===== config.mk =====
export PLATFORM = sky130hd
export DESIGN_NAME = ssp_core
export DESIGN_NICKNAME = d
export VERILOG_FILES = /design/src/hw/ssp_pkg.sv /design/src/hw/ssp_core.sv
export VERILOG_INCLUDE_DIRS = /design/src /design/src/hw
export SDC_FILE = /design/constraint.sdc
export NUM_CORES = 1
export LEC_CHECK = 0
export BUFFER_PORTS_ARGS = -buffer_cell sky130_fd_sc_hd__buf_2
export CORE_MARGIN = 4
export CORE_UTILIZATION = 55
export CTS_CLUSTER_SIZE = 24
export DETAILED_ROUTE_END_ITERATION = 10
export GPL_ROUTABILITY_DRIVEN = 1
export GPL_TIMING_DRIVEN = 0
export PLACE_DENSITY = 0.86
export REMOVE_ABC_BUFFERS = 1
export SLEW_MARGIN = 10
export SYNTH_ARGS = -nofsm -noshare
export SYNTH_HDL_FRONTEND = slang
export SYNTH_SLANG_ARGS = --single-unit

===== constraint.sdc =====
create_clock -name clk -period 2.39 [get_ports clk]
set_input_delay 0.478 -clock clk [delete_from_list [all_inputs] [get_ports clk]]
set_output_delay 0.478 -clock clk [all_outputs]
set_load 0.005 [all_outputs]

===== src/hw/ssp_defines.svh =====
// Offsets, field positions, command keys and timing counts of the serial port block.
// Assumes a 40 MHz core clock; times are kept in their own unit and turned into cycles here.
`ifndef SSP_DEFINES_SVH
`define SSP_DEFINES_SVH

`define SSP_CLK_MHZ          40
`define SSP_REG_POWER_CTRL   7'h0D
`define SSP_REG_WAKE_KEY     7'h3A
`define SSP_REG_SOFT_RESET   7'h3B
`define SSP_REG_STATUS       7'h02
`define SSP_REG_REST_CTRL    7'h0F
`define SSP_PD_BIT           1
`define SSP_WAKE_KEY_VALUE   8'h5A
`define SSP_RESET_KEY_VALUE  8'h5A
`define SSP_RST_MOTION_MS    30
`define SSP_PD_ENTRY_MS      10
`define SSP_WAKE_MS          52
`define SSP_REST_MS          500
`define SSP_MS_CYCLES(ms)    ((ms) * 1000 * `SSP_CLK_MHZ)

`endif


===== src/hw/ssp_pkg.sv =====
// Types shared by the serial port block.
// Holds no constants beyond the state encodings; other numeric values live in ssp_defines.svh.
package ssp_pkg;

  typedef enum logic [1:0] {
    SSP_PWR_ACTIVE = 2'b00,
    SSP_PWR_REST   = 2'b01,
    SSP_PWR_DOWN   = 2'b10,
    SSP_PWR_WAKING = 2'b11
  } ssp_pwr_t;

  typedef enum logic [1:0] {
    SSP_SER_ADDR = 2'b00,
    SSP_SER_DATA = 2'b01,
    SSP_SER_DONE = 2'b10
  } ssp_ser_t;

  typedef struct packed {
    logic [1:0]  sclk_s;
    logic [1:0]  cs_n_s;
    logic [1:0]  mosi_s;
    logic        sclk_prev;
    ssp_ser_t    ser;
    logic [2:0]  bit_cnt;
    logic [7:0]  shift_in;
    logic [7:0]  shift_out;
    logic        is_write;
    logic [6:0]  addr;
    logic [7:0]  power_ctrl;
    logic [1:0]  rest_sel;
    ssp_pwr_t    pwr;
    logic [31:0] timer;
    logic        motion_valid;
    logic        low_current;
    logic        miso;
    logic        miso_oe;
  } ssp_state_t;

endpackage : ssp_pkg


===== src/hw/ssp_core.sv =====
// Serial host port and power sequencing of a low-power motion sensor.
// Assumes the host keeps the documented command gaps; sclk, cs and mosi arrive asynchronously.
// What this block does
// - Soft reset write leads to valid motion within 50 ms.
// - Writing rest-mode select enters the selected rest mode within 1 s.
// - Clearing rest-mode select leaves rest and restores motion within 1 s.
// - Power-control bit 1 requests power down; low current within 50 ms.
// - Writing 0x5A to wake key ends power down; motion after 50 to 55 ms.
// - MISO changes after falling SCLK and holds until the next falling edge.
// - MOSI is sampled on rising SCLK.
// - MISO released to high impedance within 250 ns of chip select rising.
`timescale 1ns/1ps
`default_nettype none
`include "ssp_defines.svh"

module ssp_core #(
  parameter int unsigned RST_MOTION_CYC = `SSP_MS_CYCLES(`SSP_RST_MOTION_MS),
  parameter int unsigned PD_ENTRY_CYC   = `SSP_MS_CYCLES(`SSP_PD_ENTRY_MS),
  parameter int unsigned WAKE_CYC       = `SSP_MS_CYCLES(`SSP_WAKE_MS),
  parameter int unsigned REST_CYC       = `SSP_MS_CYCLES(`SSP_REST_MS)
) (
  // Clock and reset.
  input  wire logic       clk,
  input  wire logic       sys_rst,
  // Serial port pins.
  input  wire logic       sclk,
  input  wire logic       chip_select_low,
  input  wire logic       mosi,
  output var  logic       miso_o,
  output var  logic       miso_oe,
  // Sensor core status.
  output var  logic       motion_valid,
  output var  logic       low_current,
  output var  logic [1:0] rest_mode_select,
  output var  ssp_pkg::ssp_pwr_t power_state
);
  import ssp_pkg::*;

  ssp_state_t q;
  ssp_state_t d;

  logic       rise;
  logic       fall;
  logic       cs_act;
  logic [7:0] byte_in;
  logic [7:0] rd_data;

  assign rise    = q.sclk_s[1] & ~q.sclk_prev;
  assign fall    = ~q.sclk_s[1] & q.sclk_prev;
  assign cs_act  = ~q.cs_n_s[1];
  assign byte_in = {q.shift_in[6:0], q.mosi_s[1]};

  // Read-back mux; unmapped addresses read as zero.
  always_comb
  begin
    case (q.addr)
      `SSP_REG_POWER_CTRL: rd_data = q.power_ctrl;
      `SSP_REG_REST_CTRL:  rd_data = {6'h00, q.rest_sel};
      `SSP_REG_STATUS:     rd_data = {4'h0, q.pwr, q.low_current, q.motion_valid};
      default:             rd_data = 8'h00;
    endcase
  end

  always_comb
  begin
    d           = q;
    // Two-stage synchronisers; only the second stage feeds the edge and data logic.
    d.sclk_s    = {q.sclk_s[0], sclk};
    d.cs_n_s    = {q.cs_n_s[0], chip_select_low};
    d.mosi_s    = {q.mosi_s[0], mosi};
    d.sclk_prev = q.sclk_s[1];
    if (q.timer != 32'h0)
      d.timer = q.timer - 32'h1;

    // Timer expiry is settled before the serial logic so that a command completing in the
    // same cycle overrides it; otherwise the motion flag held up while active would survive
    // a power-down or soft-reset write.
    if (q.timer == 32'h0)
    begin
      case (q.pwr)
        SSP_PWR_DOWN:   d.low_current  = 1'b1;
        SSP_PWR_REST:   d.low_current  = 1'b0;
        SSP_PWR_WAKING:
        begin
          d.motion_valid = 1'b1;
          d.low_current  = 1'b0;
          d.pwr          = SSP_PWR_ACTIVE;
        end
        SSP_PWR_ACTIVE: d.motion_valid = 1'b1;
        default:        d.pwr          = SSP_PWR_ACTIVE;
      endcase
    end

    if (!cs_act)
    begin
      // Releasing three cycles after deselect (two sync stages, then the enable register) keeps well inside the 250 ns bound.
      d.ser      = SSP_SER_ADDR;
      d.bit_cnt  = 3'h0;
      d.miso_oe  = 1'b0;
    end
    else
    begin
      // The data line is driven for the whole select, so the host never sees it float mid-byte.
      d.miso_oe = 1'b1;
      if (rise)
      begin
        d.shift_in = byte_in;
        d.bit_cnt  = q.bit_cnt + 3'h1;
        if (q.bit_cnt == 3'h7)
        begin
          if (q.ser == SSP_SER_ADDR)
          begin
            d.is_write  = byte_in[7];
            d.addr      = byte_in[6:0];
            d.shift_out = 8'h00;
            d.ser       = SSP_SER_DATA;
          end
          else if (q.ser == SSP_SER_DATA)
          begin
            d.ser = SSP_SER_DONE;
            if (q.is_write)
            begin
              case (q.addr)
                `SSP_REG_POWER_CTRL:
                begin
                  d.power_ctrl = byte_in;
                  if (byte_in[`SSP_PD_BIT])
                  begin
                    d.pwr   = SSP_PWR_DOWN;
                    d.timer = PD_ENTRY_CYC;
                    d.motion_valid = 1'b0;
                  end
                end
                // A wake key outside power down is refused and has no effect.
                `SSP_REG_WAKE_KEY:
                  if (byte_in == `SSP_WAKE_KEY_VALUE && q.pwr == SSP_PWR_DOWN)
                  begin
                    d.power_ctrl[`SSP_PD_BIT] = 1'b0;
                    d.pwr         = SSP_PWR_WAKING;
                    d.timer       = WAKE_CYC;
                    d.low_current = 1'b0;
                  end
                `SSP_REG_REST_CTRL:
                begin
                  // Any rest command also ends power down, so low current drops with it.
                  d.rest_sel = byte_in[1:0];
                  d.low_current = 1'b0;
                  d.timer    = REST_CYC;
                  d.pwr      = (byte_in[1:0] != 2'h0) ? SSP_PWR_REST : SSP_PWR_WAKING;
                  d.motion_valid = 1'b0;
                end
                // Only the reset key takes effect; any other value is ignored.
                `SSP_REG_SOFT_RESET:
                  if (byte_in == `SSP_RESET_KEY_VALUE)
                  begin
                    d.power_ctrl   = 8'h00;
                    d.rest_sel     = 2'h0;
                    d.low_current  = 1'b0;
                    d.motion_valid = 1'b0;
                    d.pwr          = SSP_PWR_WAKING;
                    d.timer        = RST_MOTION_CYC;
                  end
                default: ;
              endcase
            end
          end
        end
      end
      if (fall)
      begin
        // Loading at the first falling edge of the data byte presents the MSB.
        if (q.ser == SSP_SER_DATA && q.bit_cnt == 3'h0 && !q.is_write)
        begin
          d.miso      = rd_data[7];
          d.shift_out = {rd_data[6:0], 1'b0};
        end
        else
        begin
          d.miso      = q.shift_out[7];
          d.shift_out = {q.shift_out[6:0], 1'b0};
        end
      end
    end
  end

  always_ff @(posedge clk)
  begin
    if (sys_rst)
    begin
      // Clock and select pins idle high, so seeding their synchronisers high avoids a false edge after reset.
      q        <= '0;
      q.sclk_s <= 2'b11;
      q.cs_n_s <= 2'b11;
      q.sclk_prev <= 1'b1;
      q.pwr    <= SSP_PWR_WAKING;
      q.timer  <= 32'h0;
    end
    else
      q <= d;
  end

  assign miso_o           = q.miso;
  assign miso_oe          = q.miso_oe;
  assign motion_valid     = q.motion_valid;
  assign low_current      = q.low_current;
  assign rest_mode_select = q.rest_sel;
  assign power_state      = q.pwr;

endmodule : ssp_core

`default_nettype wire


# Word level (Yosys, flattened, before mapping)
# Index checks and enable logic that the tools add are counted.
totals:
  regBits: 83
  input_bits: 5
  output_inout_bits: 8
  word_cells: 102
op_classes:
  addsub: 2
  eq_ne: 13
  mux: 34
  bitwise_logic: 6
  reduce_logical: 28
ops:
  columns: ["operator", "n"]
  rows:
  - ["$mux 46", 4]
  - ["$pmux 34 s4", 1]
  - ["$mux 62", 2]
  - ["$mux 37", 1]
  - ["$mux 35", 1]
  - ["$mux 34", 1]
  - ["$logic_not 32->1", 1]
  - ["$mux 32", 1]
  - ["$reduce_bool 32->1", 1]
  - ["$sub 32x1->32 const B", 1]
  - ["$pmux 8 s3", 1]
  - ["$mux 16", 1]
  - ["$mux 8", 2]
  - ["$reduce_and 8->1", 2]
  - ["$eq 7x4->1 const B", 2]
  - ["$eq 7x6->1 const B", 2]
  - ["$reduce_bool 2->1", 7]
  - ["$mux 2", 6]
  - ["$pmux 6 s2", 1]
  - ["$pmux 1 s3", 3]
  - ["$reduce_and 9->1", 1]
  - ["$eq 8x7->1 const B", 1]
  - ["$reduce_and 4->1", 2]
  - ["$eq 7x2->1 const B", 1]
  - ["18 further kinds", 37]

# Logic depth before layout (Yosys ltp)
# Gate-level depths: netlist of the first run.
depth:
  depth_word: 12
  mapped_depth: 9
  mapped_depth_nobuf: 7

# Worst setup path before layout of the first run
# No wires, ideal clock.
synth_path:
  path_kind: "reg2reg"
  startpoint: "register q[72] (netlist name)"
  endpoint: "register q[26] (netlist name)"
  setup_ns: 0.117
  t_arrival_ns: 2.129
  required_time_ns: 2.273
  path_slack_ns: 0.143
  path_stages_with_launch: 9
  n_path_buf: 1
  period_less_slack_ns: 2.247
  cell_sequence: "dfxtp_1 > ha_1 > ha_1 > nand2_1 > or4b_1 > a211oi_1 > a21o_1 > buf_2 > nor2_1"
synth_via:
  elab_chain_cells: 4
synth_lines:
  columns: ["item", "line", "source"]
  rows:
  - ["start, declared", "ssp_core.sv:39", "ssp_state_t q;"]
  - ["$eq 3x3->1", "ssp_core.sv:109", "if (q.bit_cnt == 3'h7)"]
  - ["$mux 62", "ssp_core.sv:109", null]
  - ["$mux 62", "ssp_core.sv:105", "if (rise)"]
  - ["$mux 37", "ssp_core.sv:94", "if (!cs_act)"]
# Every way passes these cells. The select of a mux whose other input is x is not followed.
# A chain may end at the register's enable or synchronous reset.

# Final worst setup path of the first run
layout_path:
  startpoint: "register q[73] (netlist name)"
  endpoint: "register q[5] (netlist name)"
# Same word-level chain as after synthesis.

==> reports/results.tsv, run 1 <==
metric	value	unit
ys async rst share	0	%
FF-to-FF path depth	7	
fmax	0.4289	GHz
post-synthesis xor/xnor area fraction	2.284	%
starting density of the core	57.23	%
status	completed	
internal power	3.291	mW
fraction of layout cells with a size suffix above 1	17.08	%
Layout Utilization	64.09	%
Gate Count Post-Synth	510	
Fin. Hold Viols	0	
row count	31	
main combinational cell family by area after synthesis	simple AND/OR/NAND/NOR gates	
Avg Cell Area, Syn	8.270	um2
slowest stage delay, CP	0.59	ns
crit-path most repeated cell	ha_1	
IO Pins	13	
Synth Area in Simple Gates	28.27	%
# fillers	581	
full die area	9134	um2
port bufs	12	
final WL	10.60	mm
gr ovfl total	0	
hold_ws	0.3071	ns
Pwr Total	5.872	mW
Post-route DRC	0	
Clock Skew	0.01754	ns
Post-Synthesis Cell Area	4218	um2
clock share of power	16.4	%
CTS Buf Count	9	
Top FF cell, synth	dfxtp_1	
Slew headroom	29.26	%
first-pass GRT wire length	16.84	mm
critical path arrival	2.56	ns
Avg WL per Cell	17.09	um
HPWL Detailed	6.768	mm
gr usage total	22.81	%
Sw Ratio	43.95	%
FF-to-FF setup slack	0.06	ns
Ys Warns	0	
final slew viol count	0	
slowest CP cell	or4b_4	
Inst Count DP	594	
Synth-to-Final Area Change	11.98	%
leakage	1.646	nW
core region area	7370	um2
number of max-cap violations	0	
critical path type	flop to flop	
Crit. End Element	flop	
number of synthesized flops with an enable pin	0	
worst path cell trace	ha_1, ha_1, nand2_2, or4b_4, a211oi_4, a21o_4, a211oi_1	
fin cells	620	
drt pass-1 iters	5	
synthesized flop and latch total	82	
Synth area leader	dfxtp_1	
Clock Latency Late Sink	0.35	ns
post-synthesis compound-gate area fraction	21.74	%
Sw Pwr	2.580	mW
adder-cell area share of the yosys netlist	2.670	%
# setup viols final	0	
Distinct cells, synth	64	
CTS H-Tree Depth	3	
post-synthesis mux area share	1.483	%
measured slew at the worst slew-check pin	1.061	ns
via count	4060	
Top delay family on crit path	compound AO/OA/AOI/OAI gates	
CP Launch Type	flop	
CTS max path bufs	2	
CTS Hold Bufs	0	
routability congestion estimate from global placement	0.8972	
share of the synthesized area in the top cell type	38.92	%
clk sinks	82	
Comb pwr share	52.0	%
Clk Tree Root Cell	clkbuf_8	
initial antenna violation count	0	
largest net degree at the start of global routing	58	
CTS tree	done	
fin crit period	2.331	ns
Antenna Cells	0	
largest fanout on the critical path	8	
Vias/cell	6.548	
post-synthesis sequential area ratio	38.92	%
Buf+Inv Stages, Crit Path	0	
worst path required time	2.62	ns
Hold Path Class	input pin to flop	
Seq pwr share	31.6	%
Peak supply drop	0.5994	mV
die height	95.57	um
Hold Path Depth	2	
Final ANT Viol Nets	0	
crit share post-route	97.55	%
synth top area cells	dfxtp_1 (39%), a21oi_1 (6.2%), nand2_1 (4.5%)	
DRT iter0 DRCs	648	
nets@finish	532	
vias in the first global route	3620	
Reg clk slew, reported paths	0.08	ns
Worst path depth	7	
Die Width	95.57	um
pwr/cell area	1243	nW/um2
-- cells in the final DEF, fill, tap and decap left out, types with 5 or more instances in the layout --
| cell | n |
|---|---|
| nand3_1 | 21 |
| or4_1 | 9 |
| nor2_1 | 36 |
| nor4_1 | 5 |
| o21ai_0 | 23 |
| o31ai_1 | 9 |
| nand4_1 | 13 |
| nor2b_1 | 6 |
| ha_1 | 8 |
| clkbuf_8 | 9 |
| a211o_1 | 5 |
| or3_1 | 8 |
| buf_4 | 10 |
| a21oi_1 | 51 |
| xnor2_1 | 11 |
| nor3_1 | 7 |
| buf_2 | 12 |
| dfxtp_1 | 81 |
| inv_1 | 14 |
| or2_2 | 8 |
| a31oi_1 | 7 |
| nand2b_1 | 10 |
| a21o_1 | 7 |
| nand2_1 | 49 |
-- synthesized netlist by cell type (8+ instances only) --
cell type	number
a21o_1	8
a21oi_1	52
clkbuf_1	19
dfxtp_1	82
ha_1	9
inv_1	14
nand2_1	51
nand2b_1	10
nand3_1	22
nand4_1	13
nor2_1	37
nor3_1	9
nor4_1	8
o21ai_0	23
o31ai_1	10
or2_2	8
or3_1	8
or4_1	10
xnor2_1	11
-- logic make-up (layout without fill, tap and decap cells) --
| group | Yosys count | in the layout |
|---|---|---|
| flip-flops | 82 | 82 |
| adder cells (fa/ha/maj) | 9 | 9 |
| buffers and inverters | 43 | 51 |
| multiplexers | 6 | 6 |
| AND/OR/NAND/NOR | 215 | 217 |
| AO/OA/AOI/OAI | 144 | 145 |
| XOR/XNOR | 11 | 11 |
-- power by group through the flow --
stage | logic, mW | clock network (mW) | registers, mW
after floorplan | 2.05 | 0 | 1.80
after global placement | 2.51 | 0 | 1.84
after detailed placement | 2.57 | 0 | 1.86
after CTS | 2.87 | 0.972 | 1.83
after global routing | 3.32 | 1.04 | 1.88
final | 3.05 | 0.961 | 1.86
-- worst register-to-register path, cell delays in order (launching register included) --
cell and delay (ns):
dfxtp_1 0.36, ha_1 0.16, ha_1 0.20, nand2_2 0.12
or4b_4 0.59, a211oi_4 0.44, a21o_4 0.26, a211oi_1 0.07
-- per-stage QoR --
stage	cell area (um2)	setup slack (ns)	TNS, ns
floorplan	4075	-0.1425	-1.726
finish	4723	0.05854	0
global placement	4259	-0.7172	-22.53
global route	4723	-0.04208	-0.3383
detailed placement	4287	-0.7037	-14.21
CTS	4611	-0.007113	-0.007113
-- state kept, by name (all words and copies together), names as in the netlist --
signal            cells
miso_o                1
power_state           2
miso_oe               1
d                     4
low_current           1
q                    62
rest_mode_select      2
motion_valid          1
byte_in               8
-- per-layer routing --
metal  wire (um)  part of all wire, %  global-route usage (%)
met1        4554                   43                   31.42
met2        4952                   47                   35.21
met3         850                  8.0                   4.420
met4         238                  2.2                   8.649
met5           0                    0                       0
-- area by class of cell --
class | instances | area, um2 | share of cell area (%)
tap | 99 | 123.9 | 2.623
clock inverter | 5 | 56.30 | 1.192
timing repair buffer | 23 | 155.1 | 3.285
inverter | 14 | 52.55 | 1.113
clock buffer | 9 | 123.9 | 2.623
multi-input combinational | 388 | 2569 | 54.38
sequential | 82 | 1643 | 34.78
-- worst paths after layout --
check / start / endpoint
hold / removal: chip_select_low / d[81]$_SDFF_PP1_
setup reg to reg: q[73]$_SDFFE_PP0P_ / q[5]$_SDFF_PP0_
setup / recovery: q[73]$_SDFFE_PP0P_ / q[5]$_SDFF_PP0_
hold reg to reg: d[81]$_SDFF_PP1_ / q[81]$_SDFF_PP1_
-- timing repair --
item,in CTS,in global routing
buffers inserted,7,2
pin swaps,3,4
resized for setup,15,18
gates cloned,0,3
setup endpoints to repair,51,44
hold endpoints to repair,0,0
No activity file was read; power rests on OpenSTA's default activity.
==> run 2, diff against run 1 <==
--- a/config.mk
+++ b/config.mk
@@ -9,10 +9,11 @@
 export BUFFER_PORTS_ARGS = -buffer_cell sky130_fd_sc_hd__buf_2
 export CORE_MARGIN = 4
-export CORE_UTILIZATION = 55
+export CORE_UTILIZATION = 45
+export CTS_CLUSTER_DIAMETER = 60
 export CTS_CLUSTER_SIZE = 24
 export DETAILED_ROUTE_END_ITERATION = 10
 export GPL_ROUTABILITY_DRIVEN = 1
 export GPL_TIMING_DRIVEN = 0
-export PLACE_DENSITY = 0.86
+export PLACE_DENSITY = 0.74
 export REMOVE_ABC_BUFFERS = 1
 export SLEW_MARGIN = 10
==> constraint.sdc (replaced) <==
create_clock -name clk -period 2.39 [get_ports clk]
set_input_delay 0.3585 -clock clk [delete_from_list [all_inputs] [get_ports clk]]
set_output_delay 0.3585 -clock clk [all_outputs]
set_load 0.005 [all_outputs]
==> run 2 against run 1 <==
  * Utilization down 12 points
  * Setup slack better by 0.043 ns
  * Count of clock-buffer cells in the layout up 1
  * Final area rose by 0.50%
  * Sequential power about the same
  * Fmax is 1.9% higher
==> reports/results.tsv, run 2 (synthesis gave the netlist of run 1 again) <==
metric	value	unit
fraction of layout cells with a size suffix above 1	16.70	%
CTS H-Tree Depth	3	
IO Pins	13	
fmax	0.4370	GHz
Hold Path Depth	2	
Largest register FFs	62	
DRT iter0 DRCs	276	
status	completed	
CTS Buf Count	9	
worst path required time	2.67	ns
slowest stage delay, CP	0.60	ns
Reg clk slew, reported paths	0.09	ns
row count	35	
starting density of the core	45.86	%
Fin. Hold Viols	0	
drt pass-1 iters	5	
final slew viol count	0	
Crit. End Element	flop	
Die Width	104.8	um
worst flop-to-flop path startpoint	q[7]$_SDFF_PP0_	
CP Launch Type	flop	
gr usage total	18.44	%
hold-critical path endpoint	d[81]$_SDFF_PP1_	
worst path cell trace	or4_4, or3_1, nor4_1, a211oi_1, a311oi_1	
via count	3865	
Slew headroom	31.52	%
Peak supply drop	0.9539	mV
final WL	10.16	mm
slowest CP cell	or4_4	
port bufs	12	
worst reg2reg endpoint	q[23]$_SDFF_PP0_	
critical path type	flop to flop	
FF-to-FF setup slack	0.10	ns
Clk Tree Root Cell	clkbuf_8	
Post-route DRC	0	
Antenna Cells	0	
hold_ws	0.1697	ns
pwr/cell area	1247	nW/um2
routability congestion estimate from global placement	0.8505	
largest net degree at the start of global routing	58	
first-pass GRT wire length	16.80	mm
measured slew at the worst slew-check pin	1.027	ns
register name with the most flops	q	
Avg WL per Cell	16.08	um
CTS max path bufs	2	
core region area	9196	um2
hold_sp	chip_select_low	
leakage	1.660	nW
initial antenna violation count	0	
fin crit period	2.288	ns
die height	104.8	um
Hold Path Class	input pin to flop	
critical path arrival	2.56	ns
largest fanout on the critical path	7	
number of max-cap violations	0	
nets@finish	530	
Final ANT Viol Nets	0	
commonest non-fill, non-tap cell in the layout	dfxtp_1	
crit share post-route	95.74	%
CTS tree	done	
placed cell areas	4302	um2
Clock Skew	0.01138	ns
HPWL Detailed	6.834	mm
clk sinks	82	
vias in the first global route	3575	
FF-to-FF path depth	5	
full die area	10990	um2
Design Area, Final	4747	um2
Clock Latency Late Sink	0.36	ns
Synth-to-Final Area Change	12.55	%
gr ovfl total	0	
most frequent cells in the layout	dfxtp_1 (81), a21oi_1 (51), nand2_1 (50)	
Vias/cell	6.116	
# setup viols final	0	
## run 2: cell count changes in the layout (fill, tap and decap cells not counted), sizes merged
cell	before	now
or4b	3	2
clkinvlp	1	2
inv	15	17
clkbuf	9	10
a21o	9	8
clkinv	2	0
## run 2: stage by stage
step           cells  setup WS, ns  total power [mW]  setup TNS, ns  util [%]
6_report         632        0.1019             5.919              0     51.62
5_1_grt          632      -0.01521             6.338       -0.02884     51.62
4_1_cts          628    -0.0009153             5.814     -0.0009153     50.49
3_5_place_dp     606       -0.6615             4.461         -15.18     46.78
3_3_place_gp     604       -0.8497             4.375         -25.46     46.48
2_1_floorplan    481       -0.1425             3.848         -1.726         -
## run 2: worst max-delay path by stage
| stage | startpoint | endpoint | slack [ns] | depth (start not counted) |
|---|---|---|---|---|
| floorplan | q[72]$_SDFFE_PP0P_ | q[28]$_SDFF_PP0_ | -0.14 | 7 |
| global placement | q[77]$_SDFF_PP1_ | q[28]$_SDFF_PP0_ | -0.85 | 7 |
| detailed placement | q[77]$_SDFF_PP1_ | q[6]$_SDFF_PP0_ | -0.66 | 7 |
| CTS | q[49]$_SDFFE_PP0P_ | q[5]$_SDFF_PP0_ | -0.0009 | 5 |
| global route | q[49]$_SDFFE_PP0P_ | q[5]$_SDFF_PP0_ | -0.02 | 5 |
| finish | q[7]$_SDFF_PP0_ | q[23]$_SDFF_PP0_ | 0.10 | 5 |
## run 2: final cells by class
type                    count  area [um2]
repair buffers             23       167.7
fillers                   845        4449
clock inverters             6       71.32
clock buffers              10       137.6
flip-flops and latches     82        1643
multi-input cells         386        2536
well taps                 111       138.9
inverters                  14       52.55
## run 2: where the power goes
group / switching, mW / internal (mW) / total (mW) / leakage [nW]
sequential: 0.246 / 1.59 / 1.84 / 0.666
combinational: 1.79 / 1.24 / 3.02 / 0.894
clock: 0.535 / 0.522 / 1.06 / 0.0999
total: 2.57 / 3.35 / 5.92 / 1.66
## run 2: what timing repair did
action,CTS,global route
hold buffers,0,0
gates cloned,0,1
resized for setup,13,16
pin swaps,2,4
setup buffers,6,3
endpoints found under the setup margin,53,54
## run 2: per-layer routing
layer	share of wire, %	track usage (%)	wire length [um]	vias to the layer above
met2	50	31.53	5110	88
met1	43	21.86	4393	1862
met4	2.5	9.372	254	0
met5	0	0	0	-
met3	4.0	3.644	404	19
li1	-	-	-	1896
## run 2: critical path, delay by kind of cell (launching register included)
family	cells	cell delay [ns]
compound gates	2	0.39
flops	1	0.38
simple gates	3	1.42
==> run 3, diff against run 2 <==
Settings changed: CORE_UTILIZATION 45 to 56, PLACE_DENSITY 0.74 to 0.87.
==> run 3 against run 2 <==
  * Final area fell by 0.16%
  * Critical endpoint is now q[20]$_SDFF_PP0_
  * Final cell count shrank 2.4%
  * First-iteration DRC count up 30%
  * Global-route usage up 5.2 points
  * Register-to-register slack got worse by 0.07 ns
  * Largest cell class unchanged
  * Setup slack lost 0.072 ns
  * Highest routed layer unchanged
==> reports/results.tsv, run 3 (synthesis gave the netlist of run 1 again) <==
metric	value	unit
fmax	0.4237	GHz
drt pass-1 iters	7	
core region area	7292	um2
FF-to-FF setup slack	0.03	ns
CTS tree	done	
critical path arrival	2.59	ns
first-pass GRT wire length	17.08	mm
Reg clk slew, reported paths	0.09	ns
worst flop-to-flop path startpoint	byte_in[0]$_SDFF_PP0_	
hold_ws	0.1774	ns
FF-to-FF path depth	5	
status	completed	
row count	31	
origin of the worst setup path	byte_in[0]$_SDFF_PP0_	
worst path required time	2.62	ns
gr ovfl total	0	
measured slew at the worst slew-check pin	1.018	ns
CTS Buf Count	9	
hold-critical path endpoint	d[81]$_SDFF_PP1_	
fraction of layout cells with a size suffix above 1	16.02	%
Layout Utilization	65.00	%
largest fanout on the critical path	10	
worst path cell trace	nor4b_1, nand2_1, o21ai_0, a21o_1, o21ai_0	
Antenna Cells	0	
CP Launch Type	flop	
most frequent cells in the layout	dfxtp_1 (82), a21oi_1 (51), nand2_1 (49)	
full die area	8984	um2
crit share post-route	98.76	%
via count	4019	
Clock Skew	0.01519	ns
# setup viols final	0	
nets@finish	528	
Clk Tree Root Cell	clkbuf_8	
slowest CP cell	nor4b_1	
gr usage total	23.67	%
Peak supply drop	0.6899	mV
clk sinks	82	
die height	94.79	um
Hold Path Depth	2	
IO Pins	13	
Avg WL per Cell	17.12	um
final WL	10.56	mm
CTS H-Tree Depth	3	
register name with the most flops	q	
Largest register FFs	62	
leakage	1.645	nW
starting density of the core	57.84	%
slowest stage delay, CP	0.61	ns
HPWL Detailed	6.753	mm
Fin. Hold Viols	0	
DRT iter0 DRCs	359	
Post-route DRC	0	
Final ANT Viol Nets	0	
Slew headroom	32.10	%
Hold Path Class	input pin to flop	
fin crit period	2.360	ns
routability congestion estimate from global placement	0.9022	
largest net degree at the start of global routing	58	
Vias/cell	6.514	
CTS max path bufs	2	
pwr/cell area	1280	nW/um2
crit-path most repeated cell	o21ai_0	
CTS Hold Bufs	0	
Synth-to-Final Area Change	12.37	%
Crit. End Element	flop	
hold_sp	chip_select_low	
Clock Latency Late Sink	0.36	ns
port bufs	12	
critical path type	flop to flop	
Pwr Total	6.065	mW
commonest non-fill, non-tap cell in the layout	dfxtp_1	
Die Width	94.79	um
final slew viol count	0	
initial antenna violation count	0	
worst reg2reg endpoint	q[20]$_SDFF_PP0_	
number of max-cap violations	0	
# fillers	575	
vias in the first global route	3599	
Setup TNS Final	0	ns
run 3: timing repair:
action | CTS | global route
resized for setup | 13 | 19
endpoints found under the setup margin | 56 | 47
cloned | 0 | 2
pin swaps | 3 | 3
buffers inserted | 5 | 1
run 3: per-stage QoR:
| step | instance area (um2) | worst slack [ns] | std cells |
|---|---|---|---|
| 6_report | 4740 | 0.02961 | 617 |
| 5_1_grt | 4740 | -0.007354 | 617 |
| 4_1_cts | 4647 | 0.01860 | 614 |
| 3_5_place_dp | 4282 | -0.6781 | 594 |
| 3_3_place_gp | 4259 | -0.7347 | 592 |
| 2_1_floorplan | 4075 | -0.1425 | 481 |
run 3: area by class of cell:
cell class	instances	area, um2	share of cell area, %
tap	99	123.9	2.614
clock buffer	10	127.6	2.693
multi-input combinational	387	2547	53.75
clock inverter	5	103.9	2.191
sequential	82	1642	34.64
inverter	14	52.55	1.109
timing repair buffer	20	142.6	3.010
run 3: worst max path at each step:
stage / endpoint / depth (start not counted) / slack (ns)
global placement: q[28]$_SDFF_PP0_ / 7 / -0.73
floorplan: q[28]$_SDFF_PP0_ / 7 / -0.14
CTS: q[25]$_SDFF_PP0_ / 5 / 0.02
finish: q[20]$_SDFF_PP0_ / 5 / 0.03
detailed placement: q[29]$_SDFF_PP0_ / 7 / -0.68
global route: q[20]$_SDFF_PP0_ / 5 / -0.007
run 3: critical path, delay by kind of cell (launching register included):
kind | cells | cell delay (ns)
AND/OR/NAND/NOR | 2 | 1.02
AO/OA/AOI/OAI | 3 | 0.83
flip-flops | 1 | 0.39
run 3: routing by layer:
layer	up-vias	GRT usage, %	part of all wire (%)
met4	0	8.173	2.9
li1	1896	-	-
met5	-	0	0
met3	38	5.418	8.5
met2	218	36.88	47
met1	1867	32.17	42
run 3: power breakdown:
group,internal [mW],switching (mW)
logic,1.22,1.79
registers,1.59,0.257
clock network,0.689,0.507
